File: src/hdl/ctw_pkg.sv
// constants, opcodes and state codes for the transfer and weighted-average slice
package ctw_pkg;
    // opcode pages and codes
    localparam logic [7:0] PAGE_NONE       = 8'h00;
    localparam logic [7:0] PAGE_XFER       = 8'hB7;
    localparam logic [7:0] PAGE_TWO        = 8'h18;
    localparam logic [7:0] OP_COPY_SP_TO_Y = 8'h76;
    localparam logic [7:0] OP_LOAD_SP_FROM_X = 8'h57;
    localparam logic [7:0] OP_LOAD_SP_FROM_Y = 8'h67;
    localparam logic [7:0] OP_SWAP_D_WITH_X = 8'hC5;
    localparam logic [7:0] OP_SWAP_D_WITH_Y = 8'hC6;
    localparam logic [7:0] OP_STACK_AND_WAIT = 8'h3E;
    localparam logic [7:0] OP_WEIGHTED_AVG  = 8'h3C;
    localparam logic [7:0] OP_WAV_RESUME    = 8'h3C;
    // reset values
    localparam logic [15:0] WORD_RST = 16'h0000;
    localparam logic [7:0]  CCR_RST  = 8'hD0;
    // stack step counts (index of last step) and stack pointer step sizes
    localparam logic [2:0] WAI_LAST_STEP  = 3'h4;
    localparam logic [2:0] EXIT_LAST_STEP = 3'h2;
    localparam logic [2:0] POP_LAST_STEP  = 3'h2;
    localparam logic [15:0] STEP_WORD = 16'h0002;
    localparam logic [15:0] STEP_BYTE = 16'h0001;
    // register load port selects
    localparam logic [2:0] SEL_D   = 3'h0;
    localparam logic [2:0] SEL_X   = 3'h1;
    localparam logic [2:0] SEL_Y   = 3'h2;
    localparam logic [2:0] SEL_SP  = 3'h3;
    localparam logic [2:0] SEL_CCR = 3'h4;
    // sequencer states, one-hot
    typedef enum logic [7:0] {
        ST_IDLE  = 8'h01,
        ST_WPUSH = 8'h02,
        ST_WWAIT = 8'h04,
        ST_VCHK  = 8'h08,
        ST_VRS   = 8'h10,
        ST_VRF   = 8'h20,
        ST_VEXIT = 8'h40,
        ST_VPOP  = 8'h80
    } ctw_state_t;
endpackage

File: src/hdl/ctw_mac.sv
// one product-sum and weight-sum accumulation step
`timescale 1ns/1ps
`default_nettype none
module ctw_mac (
    input  wire logic [31:0] sop_in,
    input  wire logic [15:0] sow_in,
    input  wire logic [7:0]  sample_in,
    input  wire logic [7:0]  weight_in,
    output logic      [31:0] sop_out,
    output logic      [15:0] sow_out
);
    logic [15:0] product;

    // unsigned 8x8 product added to the product sum, weight added to the weight sum
    assign product = {8'h00, sample_in} * {8'h00, weight_in};
    assign sop_out = sop_in + {16'h0000, product};
    assign sow_out = sow_in + {8'h00, weight_in};
endmodule
`default_nettype wire

File: src/hdl/ctw_core.sv
// transfer, exchange, stack-and-wait and weighted-average execution slice
`timescale 1ns/1ps
`default_nettype none
// Overview of operation
// RULE1: B7 76 copies SP into Y, one cycle
// RULE2: B7 57 loads SP from X, one cycle
// RULE3: B7 67 loads SP from Y, one cycle
// RULE4: 3E stacks return,Y,X,B:A,CONDITION_CODE_REG then waits
// RULE5: 18 3C sums products into Y:D, weights X
// RULE6: B gives count, X points at samples
// RULE7: interrupt check once every loop iteration
// RULE8: three-word exit stack, three-pop re-entry
// RULE9: 3C restores sums from stack, then continues
// RULE10: B7 C5 swaps D and X, one cycle
// RULE11: B7 C6 swaps D and Y, one cycle
// RULE12: transfers and swaps leave CONDITION_CODE_REG unchanged
module ctw_core (
    input  wire logic        mclk_in,
    input  wire logic        rst_n_in,
    input  wire logic        op_valid_in,
    input  wire logic [7:0]  op_page_in,
    input  wire logic [7:0]  op_code_in,
    output logic             op_ready_out,
    output logic             done_out,
    input  wire logic [15:0] ret_addr_in,
    input  wire logic        irq_in,
    output logic             wait_out,
    output logic             int_taken_out,
    input  wire logic        wr_en_in,
    input  wire logic [2:0]  wr_sel_in,
    input  wire logic [15:0] wr_data_in,
    output logic      [15:0] mem_addr_out,
    output logic      [15:0] mem_wdata_out,
    output logic             mem_we_out,
    output logic             mem_re_out,
    output logic             mem_byte_out,
    input  wire logic [15:0] mem_rdata_in,
    output logic      [15:0] d_out,
    output logic      [15:0] x_out,
    output logic      [15:0] y_out,
    output logic      [15:0] sp_out,
    output logic      [7:0]  ccr_out
);
    ctw_pkg::ctw_state_t state, next_state;
    logic [2:0]  step, next_step;
    logic [31:0] sop, mac_sop;
    logic [15:0] weight_sum, mac_sow, sp_m2, sp_m1, wai_data, exit_data;
    logic [7:0]  sample;
    logic        take, pg_xfer, dec_xfer, wav_finish, wav_break, wr_ok;
    logic        dec_copy_sp_to_y, dec_load_sp_from_x, dec_load_sp_from_y;
    logic        dec_swap_d_with_x, dec_swap_d_with_y, dec_stack_and_wait;
    logic        dec_weighted_average, dec_wav_resume;
    logic        st_idle, st_wpush, st_vchk, st_vrs, st_vrf, st_vexit, st_vpop;
    // state flags
    assign st_idle  = (state == ctw_pkg::ST_IDLE);
    assign st_wpush = (state == ctw_pkg::ST_WPUSH);
    assign st_vchk  = (state == ctw_pkg::ST_VCHK);
    assign st_vrs   = (state == ctw_pkg::ST_VRS);
    assign st_vrf   = (state == ctw_pkg::ST_VRF);
    assign st_vexit = (state == ctw_pkg::ST_VEXIT);
    assign st_vpop  = (state == ctw_pkg::ST_VPOP);
    // opcode decode, only while idle
    assign take    = op_valid_in & st_idle;
    assign pg_xfer = take & (op_page_in == ctw_pkg::PAGE_XFER);
    assign dec_copy_sp_to_y   = pg_xfer & (op_code_in == ctw_pkg::OP_COPY_SP_TO_Y);
    assign dec_load_sp_from_x = pg_xfer & (op_code_in == ctw_pkg::OP_LOAD_SP_FROM_X);
    assign dec_load_sp_from_y = pg_xfer & (op_code_in == ctw_pkg::OP_LOAD_SP_FROM_Y);
    assign dec_swap_d_with_x  = pg_xfer & (op_code_in == ctw_pkg::OP_SWAP_D_WITH_X);
    assign dec_swap_d_with_y  = pg_xfer & (op_code_in == ctw_pkg::OP_SWAP_D_WITH_Y);
    assign dec_stack_and_wait = take & (op_page_in == ctw_pkg::PAGE_NONE)
                                & (op_code_in == ctw_pkg::OP_STACK_AND_WAIT);
    assign dec_weighted_average = take & (op_page_in == ctw_pkg::PAGE_TWO)
                                  & (op_code_in == ctw_pkg::OP_WEIGHTED_AVG);
    assign dec_wav_resume = take & (op_page_in == ctw_pkg::PAGE_NONE)
                            & (op_code_in == ctw_pkg::OP_WAV_RESUME);
    assign dec_xfer = dec_copy_sp_to_y | dec_load_sp_from_x | dec_load_sp_from_y
                      | dec_swap_d_with_x | dec_swap_d_with_y;
    // loop end and interrupt break, checked between iterations
    assign wav_finish = st_vchk & (d_out[7:0] == 8'h00);
    assign wav_break  = st_vchk & (d_out[7:0] != 8'h00) & irq_in; // [RULE7]
    assign wr_ok      = wr_en_in & st_idle;
    // stack data selection
    assign sp_m2 = sp_out - ctw_pkg::STEP_WORD;
    assign sp_m1 = sp_out - ctw_pkg::STEP_BYTE;
    assign wai_data = (step == 3'h0) ? ret_addr_in :
                      (step == 3'h1) ? y_out :
                      (step == 3'h2) ? x_out :
                      (step == 3'h3) ? {d_out[7:0], d_out[15:8]} :
                      {8'h00, ccr_out}; // [RULE4]
    assign exit_data = (step == 3'h0) ? weight_sum :
                       (step == 3'h1) ? sop[15:0] : sop[31:16]; // [RULE8]
    // memory strobes
    assign mem_we_out   = st_wpush | st_vexit;
    assign mem_re_out   = st_vrs | st_vrf | st_vpop;
    assign mem_byte_out = st_vrs | st_vrf | (st_wpush & (step == ctw_pkg::WAI_LAST_STEP));
    assign mem_addr_out = st_wpush ? ((step == ctw_pkg::WAI_LAST_STEP) ? sp_m1 : sp_m2) :
                          st_vrs   ? x_out :
                          st_vrf   ? y_out :
                          st_vexit ? sp_m2 :
                          st_vpop  ? sp_out : ctw_pkg::WORD_RST; // [RULE6]
    assign mem_wdata_out = st_wpush ? wai_data : st_vexit ? exit_data : ctw_pkg::WORD_RST;
    // handshake outputs
    assign op_ready_out = st_idle;
    assign wait_out     = (state == ctw_pkg::ST_WWAIT);
    // one accumulation step
    ctw_mac u_mac (
        .sop_in    (sop),
        .sow_in    (weight_sum),
        .sample_in (sample),
        .weight_in (mem_rdata_in[7:0]),
        .sop_out   (mac_sop),
        .sow_out   (mac_sow)
    );
    // sequencer next state
    always_comb begin
        next_state = state;
        next_step  = step;
        case (state)
            ctw_pkg::ST_IDLE: begin
                next_step = 3'h0;
                if (dec_stack_and_wait) begin
                    next_state = ctw_pkg::ST_WPUSH;
                end else if (dec_weighted_average) begin
                    next_state = ctw_pkg::ST_VCHK;
                end else if (dec_wav_resume) begin
                    next_state = ctw_pkg::ST_VPOP; // [RULE9]
                end
            end
            ctw_pkg::ST_WPUSH: begin
                next_step = step + 3'h1;
                if (step == ctw_pkg::WAI_LAST_STEP) begin
                    next_state = ctw_pkg::ST_WWAIT;
                end
            end
            ctw_pkg::ST_WWAIT: if (irq_in) next_state = ctw_pkg::ST_IDLE; // [RULE4]
            ctw_pkg::ST_VCHK: begin
                next_step = 3'h0;
                if (wav_finish) begin
                    next_state = ctw_pkg::ST_IDLE;
                end else if (wav_break) begin
                    next_state = ctw_pkg::ST_VEXIT; // [RULE8]
                end else begin
                    next_state = ctw_pkg::ST_VRS;
                end
            end
            ctw_pkg::ST_VRS: next_state = ctw_pkg::ST_VRF;
            ctw_pkg::ST_VRF: next_state = ctw_pkg::ST_VCHK; // [RULE7]
            ctw_pkg::ST_VEXIT: begin
                next_step = step + 3'h1;
                if (step == ctw_pkg::EXIT_LAST_STEP) begin
                    next_state = ctw_pkg::ST_IDLE;
                end
            end
            ctw_pkg::ST_VPOP: begin
                next_step = step + 3'h1;
                if (step == ctw_pkg::POP_LAST_STEP) begin
                    next_state = ctw_pkg::ST_VRS; // [RULE8]
                end
            end
            default: begin
                next_state = ctw_pkg::ST_IDLE;
                next_step  = 3'h0;
            end
        endcase
    end
    // sequencer registers
    always_ff @(posedge mclk_in) begin
        if (!rst_n_in) begin
            state <= ctw_pkg::ST_IDLE;
            step  <= 3'h0;
        end else begin
            state <= next_state;
            step  <= next_step;
        end
    end
    // stack pointer
    always_ff @(posedge mclk_in) begin
        if (!rst_n_in) begin
            sp_out <= ctw_pkg::WORD_RST;
        end else if (wr_ok && wr_sel_in == ctw_pkg::SEL_SP) begin
            sp_out <= wr_data_in;
        end else if (dec_load_sp_from_x) begin
            sp_out <= x_out; // [RULE2]
        end else if (dec_load_sp_from_y) begin
            sp_out <= y_out; // [RULE3]
        end else if (st_wpush) begin
            sp_out <= (step == ctw_pkg::WAI_LAST_STEP) ? sp_m1 : sp_m2; // [RULE4]
        end else if (st_vexit) begin
            sp_out <= sp_m2; // [RULE8]
        end else if (st_vpop) begin
            sp_out <= sp_out + ctw_pkg::STEP_WORD;
        end
    end
    // index register y: copy, swap, weight pointer, product-sum high word
    always_ff @(posedge mclk_in) begin
        if (!rst_n_in) begin
            y_out <= ctw_pkg::WORD_RST;
        end else if (wr_ok && wr_sel_in == ctw_pkg::SEL_Y) begin
            y_out <= wr_data_in;
        end else if (dec_copy_sp_to_y) begin
            y_out <= sp_out; // [RULE1]
        end else if (dec_swap_d_with_y) begin
            y_out <= d_out; // [RULE11]
        end else if (st_vrf) begin
            y_out <= y_out + ctw_pkg::STEP_BYTE;
        end else if (wav_finish) begin
            y_out <= sop[31:16]; // [RULE5]
        end
    end
    // index register x: swap, sample pointer, weight sum
    always_ff @(posedge mclk_in) begin
        if (!rst_n_in) begin
            x_out <= ctw_pkg::WORD_RST;
        end else if (wr_ok && wr_sel_in == ctw_pkg::SEL_X) begin
            x_out <= wr_data_in;
        end else if (dec_swap_d_with_x) begin
            x_out <= d_out; // [RULE10]
        end else if (st_vrs) begin
            x_out <= x_out + ctw_pkg::STEP_BYTE; // [RULE6]
        end else if (wav_finish) begin
            x_out <= weight_sum; // [RULE5]
        end
    end
    // double accumulator: swaps, element count in b, product-sum low word
    always_ff @(posedge mclk_in) begin
        if (!rst_n_in) begin
            d_out <= ctw_pkg::WORD_RST;
        end else if (wr_ok && wr_sel_in == ctw_pkg::SEL_D) begin
            d_out <= wr_data_in;
        end else if (dec_swap_d_with_x) begin
            d_out <= x_out; // [RULE10]
        end else if (dec_swap_d_with_y) begin
            d_out <= y_out; // [RULE11]
        end else if (st_vrf) begin
            d_out <= {d_out[15:8], d_out[7:0] - 8'h01}; // [RULE6]
        end else if (wav_finish) begin
            d_out <= sop[15:0]; // [RULE5]
        end
    end
    // condition codes: only the load port writes them
    always_ff @(posedge mclk_in) begin
        if (!rst_n_in) begin
            ccr_out <= ctw_pkg::CCR_RST;
        end else if (wr_ok && wr_sel_in == ctw_pkg::SEL_CCR) begin
            ccr_out <= wr_data_in[7:0]; // [RULE12]
        end
    end
    // running sums: cleared on start, restored on resume
    always_ff @(posedge mclk_in) begin
        if (!rst_n_in) begin
            sop <= 32'h0000_0000;
            weight_sum <= ctw_pkg::WORD_RST;
        end else if (dec_weighted_average) begin
            sop <= 32'h0000_0000;
            weight_sum <= ctw_pkg::WORD_RST;
        end else if (st_vrf) begin
            sop <= mac_sop; // [RULE5]
            weight_sum <= mac_sow;
        end else if (st_vpop) begin
            if (step == 3'h0) begin
                sop[31:16] <= mem_rdata_in; // [RULE9]
            end else if (step == 3'h1) begin
                sop[15:0] <= mem_rdata_in;
            end else begin
                weight_sum <= mem_rdata_in;
            end
        end
    end
    // sample byte and completion pulses
    always_ff @(posedge mclk_in) begin
        if (!rst_n_in) begin
            sample        <= 8'h00;
            done_out      <= 1'b0;
            int_taken_out <= 1'b0;
        end else begin
            if (st_vrs) begin
                sample <= mem_rdata_in[7:0];
            end
            done_out      <= dec_xfer | (wait_out & irq_in) | wav_finish;
            int_taken_out <= st_vexit & (step == ctw_pkg::EXIT_LAST_STEP);
        end
    end
endmodule
`default_nettype wire

File: config.mk
export PLATFORM = sky130hd
export DESIGN_NAME = ctw_core
export DESIGN_NICKNAME = d
export VERILOG_FILES = /design/src/hdl/ctw_pkg.sv /design/src/hdl/ctw_mac.sv /design/src/hdl/ctw_core.sv
export SDC_FILE = /design/constraint.sdc
export NUM_CORES = 1
export LEC_CHECK = 0
export ABC_AREA = 1
export ABC_CLOCK_PERIOD_IN_PS = 7500
export BUFFER_PORTS_ARGS = -buffer_cell sky130_fd_sc_hd__clkbuf_2
export CAP_MARGIN = 20
export CORE_MARGIN = 3
export CORE_UTILIZATION = 45
export CTS_CLUSTER_DIAMETER = 40
export DETAILED_ROUTE_END_ITERATION = 10
export REMOVE_ABC_BUFFERS = 1
export SYNTH_ARGS = -nofsm -noshare
export SYNTH_HDL_FRONTEND = slang
export SYNTH_HIERARCHICAL = 1
export SYNTH_SLANG_ARGS = --single-unit
File: constraint.sdc
create_clock -name mclk_in -period 7.5 [get_ports mclk_in]
set_input_delay 0.75 -clock mclk_in [delete_from_list [all_inputs] [get_ports mclk_in]]
set_output_delay 0.75 -clock mclk_in [all_outputs]
set_load 0.05 [all_outputs]
==> Word level (Yosys, flattened, before mapping) <==
Cells that the tools add are included.
{ "totals": {"regBits": 141, "out_inout_bits": 111, "wordCells": 167} }
{ "op_classes": {"add_sub_neg": 9, "multipliers": 1, "n_eq_ne": 33, "muxes": 54, "bitwise": 30, "n_reduce_logical": 26} }
{ "op_table": {"columns": ["operator", "n"], "rows": [
  ["$mux 16", 41],
  ["$mux 32", 2],
  ["$pmux 8 s8", 1],
  ["$mux 8", 7],
  ["$add 16x1->16 const B", 2],
  ["$add 32x16->32", 1],
  ["$eq 8x7->1 const B", 4],
  ["$eq 8x8->1 const B", 4],
  ["$eq 8x6->1 const B", 3],
  ["$and 1x1->1", 19],
  ["$add 16x2->16 const B", 1],
  ["$add 16x8->16", 1],
  ["$eq 8x5->1 const B", 2],
  ["$logic_not 8->1", 2],
  ["$mul 8x8->16", 1],
  ["$sub 16x1->16 const B", 1],
  ["$sub 16x2->16 const B", 1],
  ["$mux 7", 2],
  ["$eq 3x2->1 const B", 4],
  ["$or 1x1->1", 10],
  ["$reduce_bool 5->1", 2],
  ["$eq 8x1->1 const B", 1],
  ["$eq 8x2->1 const B", 1],
  ["$eq 8x3->1 const B", 1],
  ["22 further kinds", 39]
]} }

==> Logic depth before layout (Yosys ltp) <==
Gate-level depths: netlist of the first run.
{ "depth": {"ltp_word": 10, "ltp_mapped": 24, "depth_no_buf": 23} }

==> By module <==
The synthesis of the first run kept the hierarchy.
{ "modules_own_cells": {"columns": ["mod", "n_inst", "cells_per_inst", "area_each_um2", "seq_area_each_um2"], "rows": [
  ["ctw_core", 1, 2052, 11775.0, 2822.7],
  ["ctw_mac", 1, 723, 4297.9, 0.0]
]} }

==> Least setup slack after synthesis of the first run <==
Ideal clock, no wire load.
{ "synth_path": {"path_type": "input -> register", "from": "input mem_rdata_in[2]", "to": "register sop[31]", "t_arrival_ns": 4.406, "t_required_ns": 7.372, "slack_ns": 2.966, "stages": 21, "n_path_buf": 1, "path_cell_list": "clkbuf_1 nand2_1 fa_1 inv_1 fa_1 fa_1 inv_1 fa_1 inv_1 ha_1 nand2_1 inv_1 nand2_1 nor2_1 nand2_1 nand3_1 nand2_1 nand3_1 nand2_1 a221oi_1 nor2_1"} }
{ "synth_via": {"elab_chain_cells": 3} }
{ "synth_rtl": {"columns": ["element", "line_no", "rtl"], "rows": [
  ["start, declared", "ctw_core.sv:37", "input wire logic [15:0] mem_rdata_in,"],
  ["$mul 8x8->16", "ctw_mac.sv:15", "assign product = {8'h00, sample_in} * {8'h00, weight_in};"],
  ["$add 32x16->32", "ctw_mac.sv:16", "assign sop_out = sop_in + {16'h0000, product};"],
  ["net mac_sop[31]", "ctw_core.sv:46", "logic [31:0] sop, mac_sop;"],
  ["$mux 32", "ctw_core.sv:256", "end else if (st_vrf) begin"],
  ["end signal, assigned", "ctw_core.sv:257", "sop <= mac_sop;"],
  ["end signal, assigned", "ctw_core.sv:261", "sop[31:16] <= mem_rdata_in;"],
  ["end, declared", "ctw_core.sv:46", null]
]} }
The timed path passes the listed nets, and every way through them passes these cells.
A chain may end at the register's enable or synchronous reset.

==> Final worst setup path of the first run <==
{ "layout_path": {"from": "register sample[7]", "to": "register sop[21]"} }
{ "layout_via": {"elab_chain_cells": 3} }
{ "layout_rtl": {"columns": ["element", "line_no", "rtl"], "rows": [
  ["start, declared", "ctw_core.sv:48", "logic [7:0] sample;"],
  ["start signal, assigned", "ctw_core.sv:277", "sample <= mem_rdata_in[7:0];"],
  ["$mul 8x8->16", "ctw_mac.sv:15", null],
  ["$add 32x16->32", "ctw_mac.sv:16", null],
  ["net mac_sop[21]", "ctw_core.sv:46", null],
  ["$mux 32", "ctw_core.sv:256", null]
]} }
The timed path passes the listed nets, and every way through them passes these cells.

==> results of run 1 <==
[stage by stage]
step,instances,total power (uW)
after global routing,3332,3600
after floorplan,2641,1970
after global placement,3302,2430
after detailed placement,3302,2440
after CTS,3332,3380
final,3332,3410
[layer usage]
| layer | global-route usage [%] | up-vias | part of all wire (%) |
|---|---|---|---|
| met5 | 0 | - | 0 |
| li1 | - | 9078 | - |
| met2 | 52.3 | 1073 | 42 |
| met4 | 10.3 | 0 | 2.8 |
| met1 | 52.5 | 9051 | 45 |
| met3 | 7.71 | 114 | 11 |
[area by class of cell]
class                      count  area, um2  area share (%)
multi-input combinational   2057      11000            61.9
sequential                   141       2820            15.9
inverter                     443       1660            9.36
timing repair buffer         206       1090            6.13
tap                          455        569            3.20
clock buffer                  20        457            2.57
clock inverter                10        164           0.922
[cells by family (layout without fill, tap and decap cells)]
| group | Yosys count | count (layout) | synth area share, % |
|---|---|---|---|
| buffers and inverters | 577 | 679 | 14.0 |
| DFF | 141 | 141 | 17.6 |
| xor gates and xnor gates | 45 | 45 | 2.45 |
| adders and majority gates | 112 | 112 | 11.1 |
| and+or+nand+nor | 1363 | 1363 | 35.8 |
| AOI/OAI and AO/OA | 537 | 537 | 19.1 |
[power by group]
group / total (uW) / switching [uW] / internal [uW] / leakage [uW]
sequential: 947 / 139 / 809 / 0.00114
clock: 941 / 369 / 572 / 0.000302
combinational: 1520 / 1110 / 406 / 0.00753
[worst max-delay path: stages, from the launching register on]
cell and delay, ns:
dfxtp_1 0.61, nand2_1 0.16, fa_1 0.57, inv_1 0.06, fa_1 0.48, fa_1 0.49
inv_1 0.05, fa_1 0.48, inv_1 0.04, ha_1 0.37, nand2_1 0.10, nor2_1 0.23
nand3_1 0.14, nand3_1 0.24, nand2_1 0.11, nand3_1 0.08, nand2_1 0.06, a221oi_1 0.25
nor2_1 0.06
[placed cells by master (no fill, tap or decap), types with 9 or more instances in the layout]
master     netlist  layout
a21oi_1        151     151
a221oi_1        11      11
a22oi_1         15      15
a31oi_1         28      28
buf_4            1      24
clkbuf_16        0      17
clkbuf_2         1     182
dfxtp_1        141     141
fa_1            51      51
ha_1            61      61
inv_1          433     432
nand2_1        852     851
nand2_2         10      11
nand3_1        199     199
nand3_2          9       9
nand4_1         28      28
nor2_1         191     189
nor3_1          31      30
nor3_2           8       9
o211ai_1        46      46
o21ai_0        228     228
o22ai_1         10      10
xor2_1          42      42
[worst paths after layout]
| path | endpoint | slack (ns) |
|---|---|---|
| min | ccr_out[2] | 0.48 |
| max reg2reg | sop[21] | 2.80 |
| max | sop[21] | 2.80 |
| min reg2reg | ccr_out[2] | 0.48 |
[sequential cells by signal, indices dropped and copies added, names as in the netlist, 16 cells and up]
signal	flops
y_out	16
d_out	16
sp_out	16
sop	32
x_out	16
weight_sum	16
==> flow_summary.ini, run 1 <==
[yosys]
synth_edf_count = 0
synthCells = 2775
yosysTopAreaCell = nand2_1
ys_dominant_reg_cell = dfxtp_1
ys_ff_latch = 141
synth_top_area_share_pct = 19.9
ys_top_cells_by_count = nand2_1, inv_1, o21ai_0
yosys_warnings = 6
yosysMostFrequentCell = nand2_1
synth_area_leaders = nand2_1, dfxtp_1, inv_1, o21ai_0, fa_1
avgSynthCellArea_um2 = 5.79
netlist_area_um2 = 16100
ys_async_sr_fraction_pct = 0
yosysUniqueCellTypes = 53
yosysSeqAreaShare_pct = 17.6

[route]
wl_per_cell_um = 21.3
via_count = 19316
post-route-drc-count = 0
detail_route.first_pass.iterations = 6
postRouteAntennaNets = 0
wl_um = 70900
vias_per_cell = 5.80
drtIter0Drc = 2514

[die]
die_w_um = 195
rows = 68
io_pins = 183
start_util_pct = 46.1
die_y_um = 195
dieArea_um2 = 38000
core_region_area_um2 = 34900

[sta]
slew_headroom_pct = 32.8
fin_hold_ws_ns = 0.480
finClkSkew_ns = 0.0128
rsz0062_at_grt = false
setup_tns_ns = 0
hold_viol_final = 0
period_share_pct = 62.6
fmax_mhz = 213
final.min_clock_period_ns = 4.70
report.final.setup_viol = 0
timing.final.ws_setup_ns = 2.80
tightestPinTransition_ns = 1.01
finalMaxSlewViolations = 0

[global_route]
grt_max_degree = 77
track_usage_pct = 35.6
grt_pass1_wl_um = 105000
antenna_found_initial = 0
grt_pass1_vias = 17322
grt_overflow = 0

[clocking]
post_cts_buffers = 0
cts_tree = yes
insertion_delay_ns = 0.45
clkTransAtPathRegs_ns = 0.06
cts_buffers = 17
cts.hold.buffers_added = 0
cts_resized = 0
cts_sinks = 141
cts_root_buffer = clkbuf_16
h-tree-depth = 4
clockBufferDepth = 2

[setup_path]
crit_fanout = 9
end_kind = flip-flop
critPathKind = flip-flop to flip-flop
required_ns = 7.82
cp-startpoint = sample[7]
reg2reg_from = sample[7]
startpoint_type = flip-flop
reg2reg_depth = 18
worst_ep_arrival_time_ns = 5.02

[cells_and_area]
drive_gt1_share_pct = 10.6
final_area_um2 = 17800
synthToLayoutAreaGrowth_pct = 10.7
diodes = 0
fillers = 3831
nNetsFinal = 3050
utilization_pct = 51.0

[place]
io_buffers = 182
dp_hpwl_um = 54600
placed_area_um2 = 17200
dp_slack_ns = 2.57
gp_congestion = 1.02

[worst_hold_path]
hp-start = ccr_out[2]
hold_depth = 2
hold_class = flip-flop to flip-flop

[pwr]
power_leakage_uw = 0.00897
power.density_nw_per_um2 = 192
vdd_ir_drop_max_mv = 0.194

[flow_run]
drv_cap = 0

[outcome]
outcome = finished clean
No activity file was read; power rests on OpenSTA's default activity.
==> inputs of run 2 (changes only) <==
--- a/config.mk
+++ b/config.mk
@@ -6,7 +6,7 @@
 export NUM_CORES = 1
 export LEC_CHECK = 0
 export ABC_AREA = 1
-export ABC_CLOCK_PERIOD_IN_PS = 7500
+export ABC_CLOCK_PERIOD_IN_PS = 4800
 export BUFFER_PORTS_ARGS = -buffer_cell sky130_fd_sc_hd__clkbuf_2
 export CAP_MARGIN = 20
 export CORE_MARGIN = 3
==> constraint.sdc (replaced) <==
create_clock -name mclk_in -period 4.8 [get_ports mclk_in]
set_input_delay 0.48 -clock mclk_in [delete_from_list [all_inputs] [get_ports mclk_in]]
set_output_delay 0.48 -clock mclk_in [all_outputs]
set_load 0.05 [all_outputs]
==> flow_summary.ini, run 2 (same netlist as run 1, synthesis figures left out) <==
[global_route]
globalRouteMet3Util_pct = 8.64
grt_pass1_wl_um = 107000
track_usage_pct = 36.5
grt_pass1_vias = 17651
top_usage_layer = met1
grtUsageMet2_pct = 51.9
grt_overflow = 0
grt_max_degree = 59
grt_use_met1_pct = 54.2
antenna_found_initial = 0

[sta]
finalMaxSlewViolations = 0
report.final.setup_viol = 0
timing.final.ws_setup_ns = 0.282
tightestPinTransition_ns = 1.01
final.min_clock_period_ns = 4.52
setup_tns_ns = 0
rsz0062_at_grt = false
finClkSkew_ns = 0.0207
slew_headroom_pct = 32.7
hold_viol_final = 0
fmax_mhz = 221
period_share_pct = 94.1

[setup_path]
worst_ep_arrival_time_ns = 4.85
crit_fanout = 9
required_ns = 5.13
path_delay_family = adder cells
slowest_stage = dfxtp_1
rrSetupSlack_ns = 0.28
reg2reg_from = sample[3]
startpoint_type = flip-flop
worstReg2RegEnd = sop[17]
end_kind = flip-flop
cp_num_buf_inv = 5
reg2reg_depth = 21
slowest_delay_ns = 0.56
critPathKind = flip-flop to flip-flop
critical_path.cell_chain = nand2_1, fa_1, inv_1, ha_1, ha_1, inv_1, fa_1, inv_1, ha_1, inv_1, fa_1, inv_1, nand3_1, nand3_2, nand2_1, nand2_1, nand2_1, nand2_1, xor2_1, a221oi_1, nor2_1

[place]
io_buffers = 182
dp_hpwl_um = 55900
gp_congestion = 1.03
dp_slack_ns = 0.175

[cells_and_area]
largest_register_ffs = 32
multi_input_comb_area_um2 = 11000
mostFrequentLayoutCell = nand2_1
final_cell_mix = nand2_1, inv_1, o21ai_0, nand3_1, nor2_1
synthToLayoutAreaGrowth_pct = 11.4
diodes = 0
regMostFlops = sop
fillers = 3880
nNetsFinal = 3060
drive_gt1_share_pct = 11.0
seq_area_um2 = 2830

[die]
die_w_um = 195
core_region_area_um2 = 34900
die_y_um = 195
io_pins = 183
rows = 68
dieArea_um2 = 38000
start_util_pct = 46.1

[route]
postRouteAntennaNets = 0
detail_route.first_pass.iterations = 6
post-route-drc-count = 0
wl_um = 71300
via_count = 19490
wl_per_cell_um = 21.3
drtIter0Drc = 2519
vias_per_cell = 5.83

[worst_hold_path]
hp-start = irq_in
hold_class = input pin to flip-flop
hold_path_end = state[6]
hold_depth = 3

[clocking]
cts_resized = 0
clkTransAtPathRegs_ns = 0.07
cts_sinks = 141
cts_buffers = 17
cts.hold.buffers_added = 0
clockBufferDepth = 2
cts_tree = yes
cts_root_buffer = clkbuf_16
h-tree-depth = 4
insertion_delay_ns = 0.47
post_cts_buffers = 0

[pwr]
vdd_ir_drop_max_mv = 0.283
power_leakage_uw = 0.00903
power.density_nw_per_um2 = 306

[outcome]
outcome = finished clean

[flow_run]
drv_cap = 0
==> run 2: cell count changes in the layout (fill, tap and decap cells not counted), sizes merged <==
cell / change
bufinv: +2
buf: +10
inv: +1
clkbuf: -2
clkinvlp: +2
clkinv: -2
==> run 2: worst max-delay path by stage <==
stage	startpoint	to	slack [ns]	cells past startpoint
4_1_cts	sample[6]	sop[23]	0.27	20
3_5_place_dp	mem_rdata_in[2]	sop[23]	0.18	21
2_1_floorplan	mem_rdata_in[2]	sop[31]	0.76	20
5_1_grt	sample[3]	sop[17]	0.006	21
6_report	sample[3]	sop[17]	0.28	21
3_3_place_gp	mem_rdata_in[2]	sop[21]	0.25	19
==> run 2: layout make-up <==
cell class                      instances  area share [%]
Clock inverter                         13            1.33
Sequential cell                       141            15.8
Timing Repair Buffer                  216            6.51
Clock buffer                           18            2.40
Tap cell                              455            3.18
Inverter                              443            9.29
Multi-Input combinational cell       2057            61.5
==> run 2: routing by layer <==
layer / vias to the layer above / routed length (um) / share of wire, %
met5: - / 0 / 0
met4: 0 / 2480 / 3.5
met3: 147 / 8690 / 12
met2: 1156 / 29000 / 41
met1: 9063 / 31100 / 44
li1: 9124 / - / -
==> run 2: through the flow <==
step,total power (uW),instance area (um2),hold slack (ns),utilization (%),instances
5_1_grt,5770,17900,0.329,51.3,3343
3_5_place_dp,3830,17200,0.472,49.4,3312
2_1_floorplan,3070,15500,0.457,-,2641
3_3_place_gp,3790,17200,0.458,49.4,3312
6_report,5470,17900,0.307,51.3,3343
4_1_cts,5410,17900,0.296,51.3,3343
==> run 2: power breakdown <==
part           switching, uW  total, uW  internal [uW]
Clock                    625       1600            977
Combinational           1750       2390            639
Sequential               214       1480           1260
Total                   2590       5470           2880
==> run 2: worst reg2reg max path: stages, from the launching register on <==
cell	delay [ns]
dfxtp_1	0.56
nand2_1	0.13
fa_1	0.52
inv_1	0.04
ha_1	0.27
ha_1	0.27
inv_1	0.04
fa_1	0.43
inv_1	0.07
ha_1	0.30
inv_1	0.10
fa_1	0.46
inv_1	0.14
nand3_1	0.10
nand3_2	0.14
nand2_1	0.06
nand2_1	0.11
nand2_1	0.06
nand2_1	0.12
xor2_1	0.10
a221oi_1	0.29
nor2_1	0.06
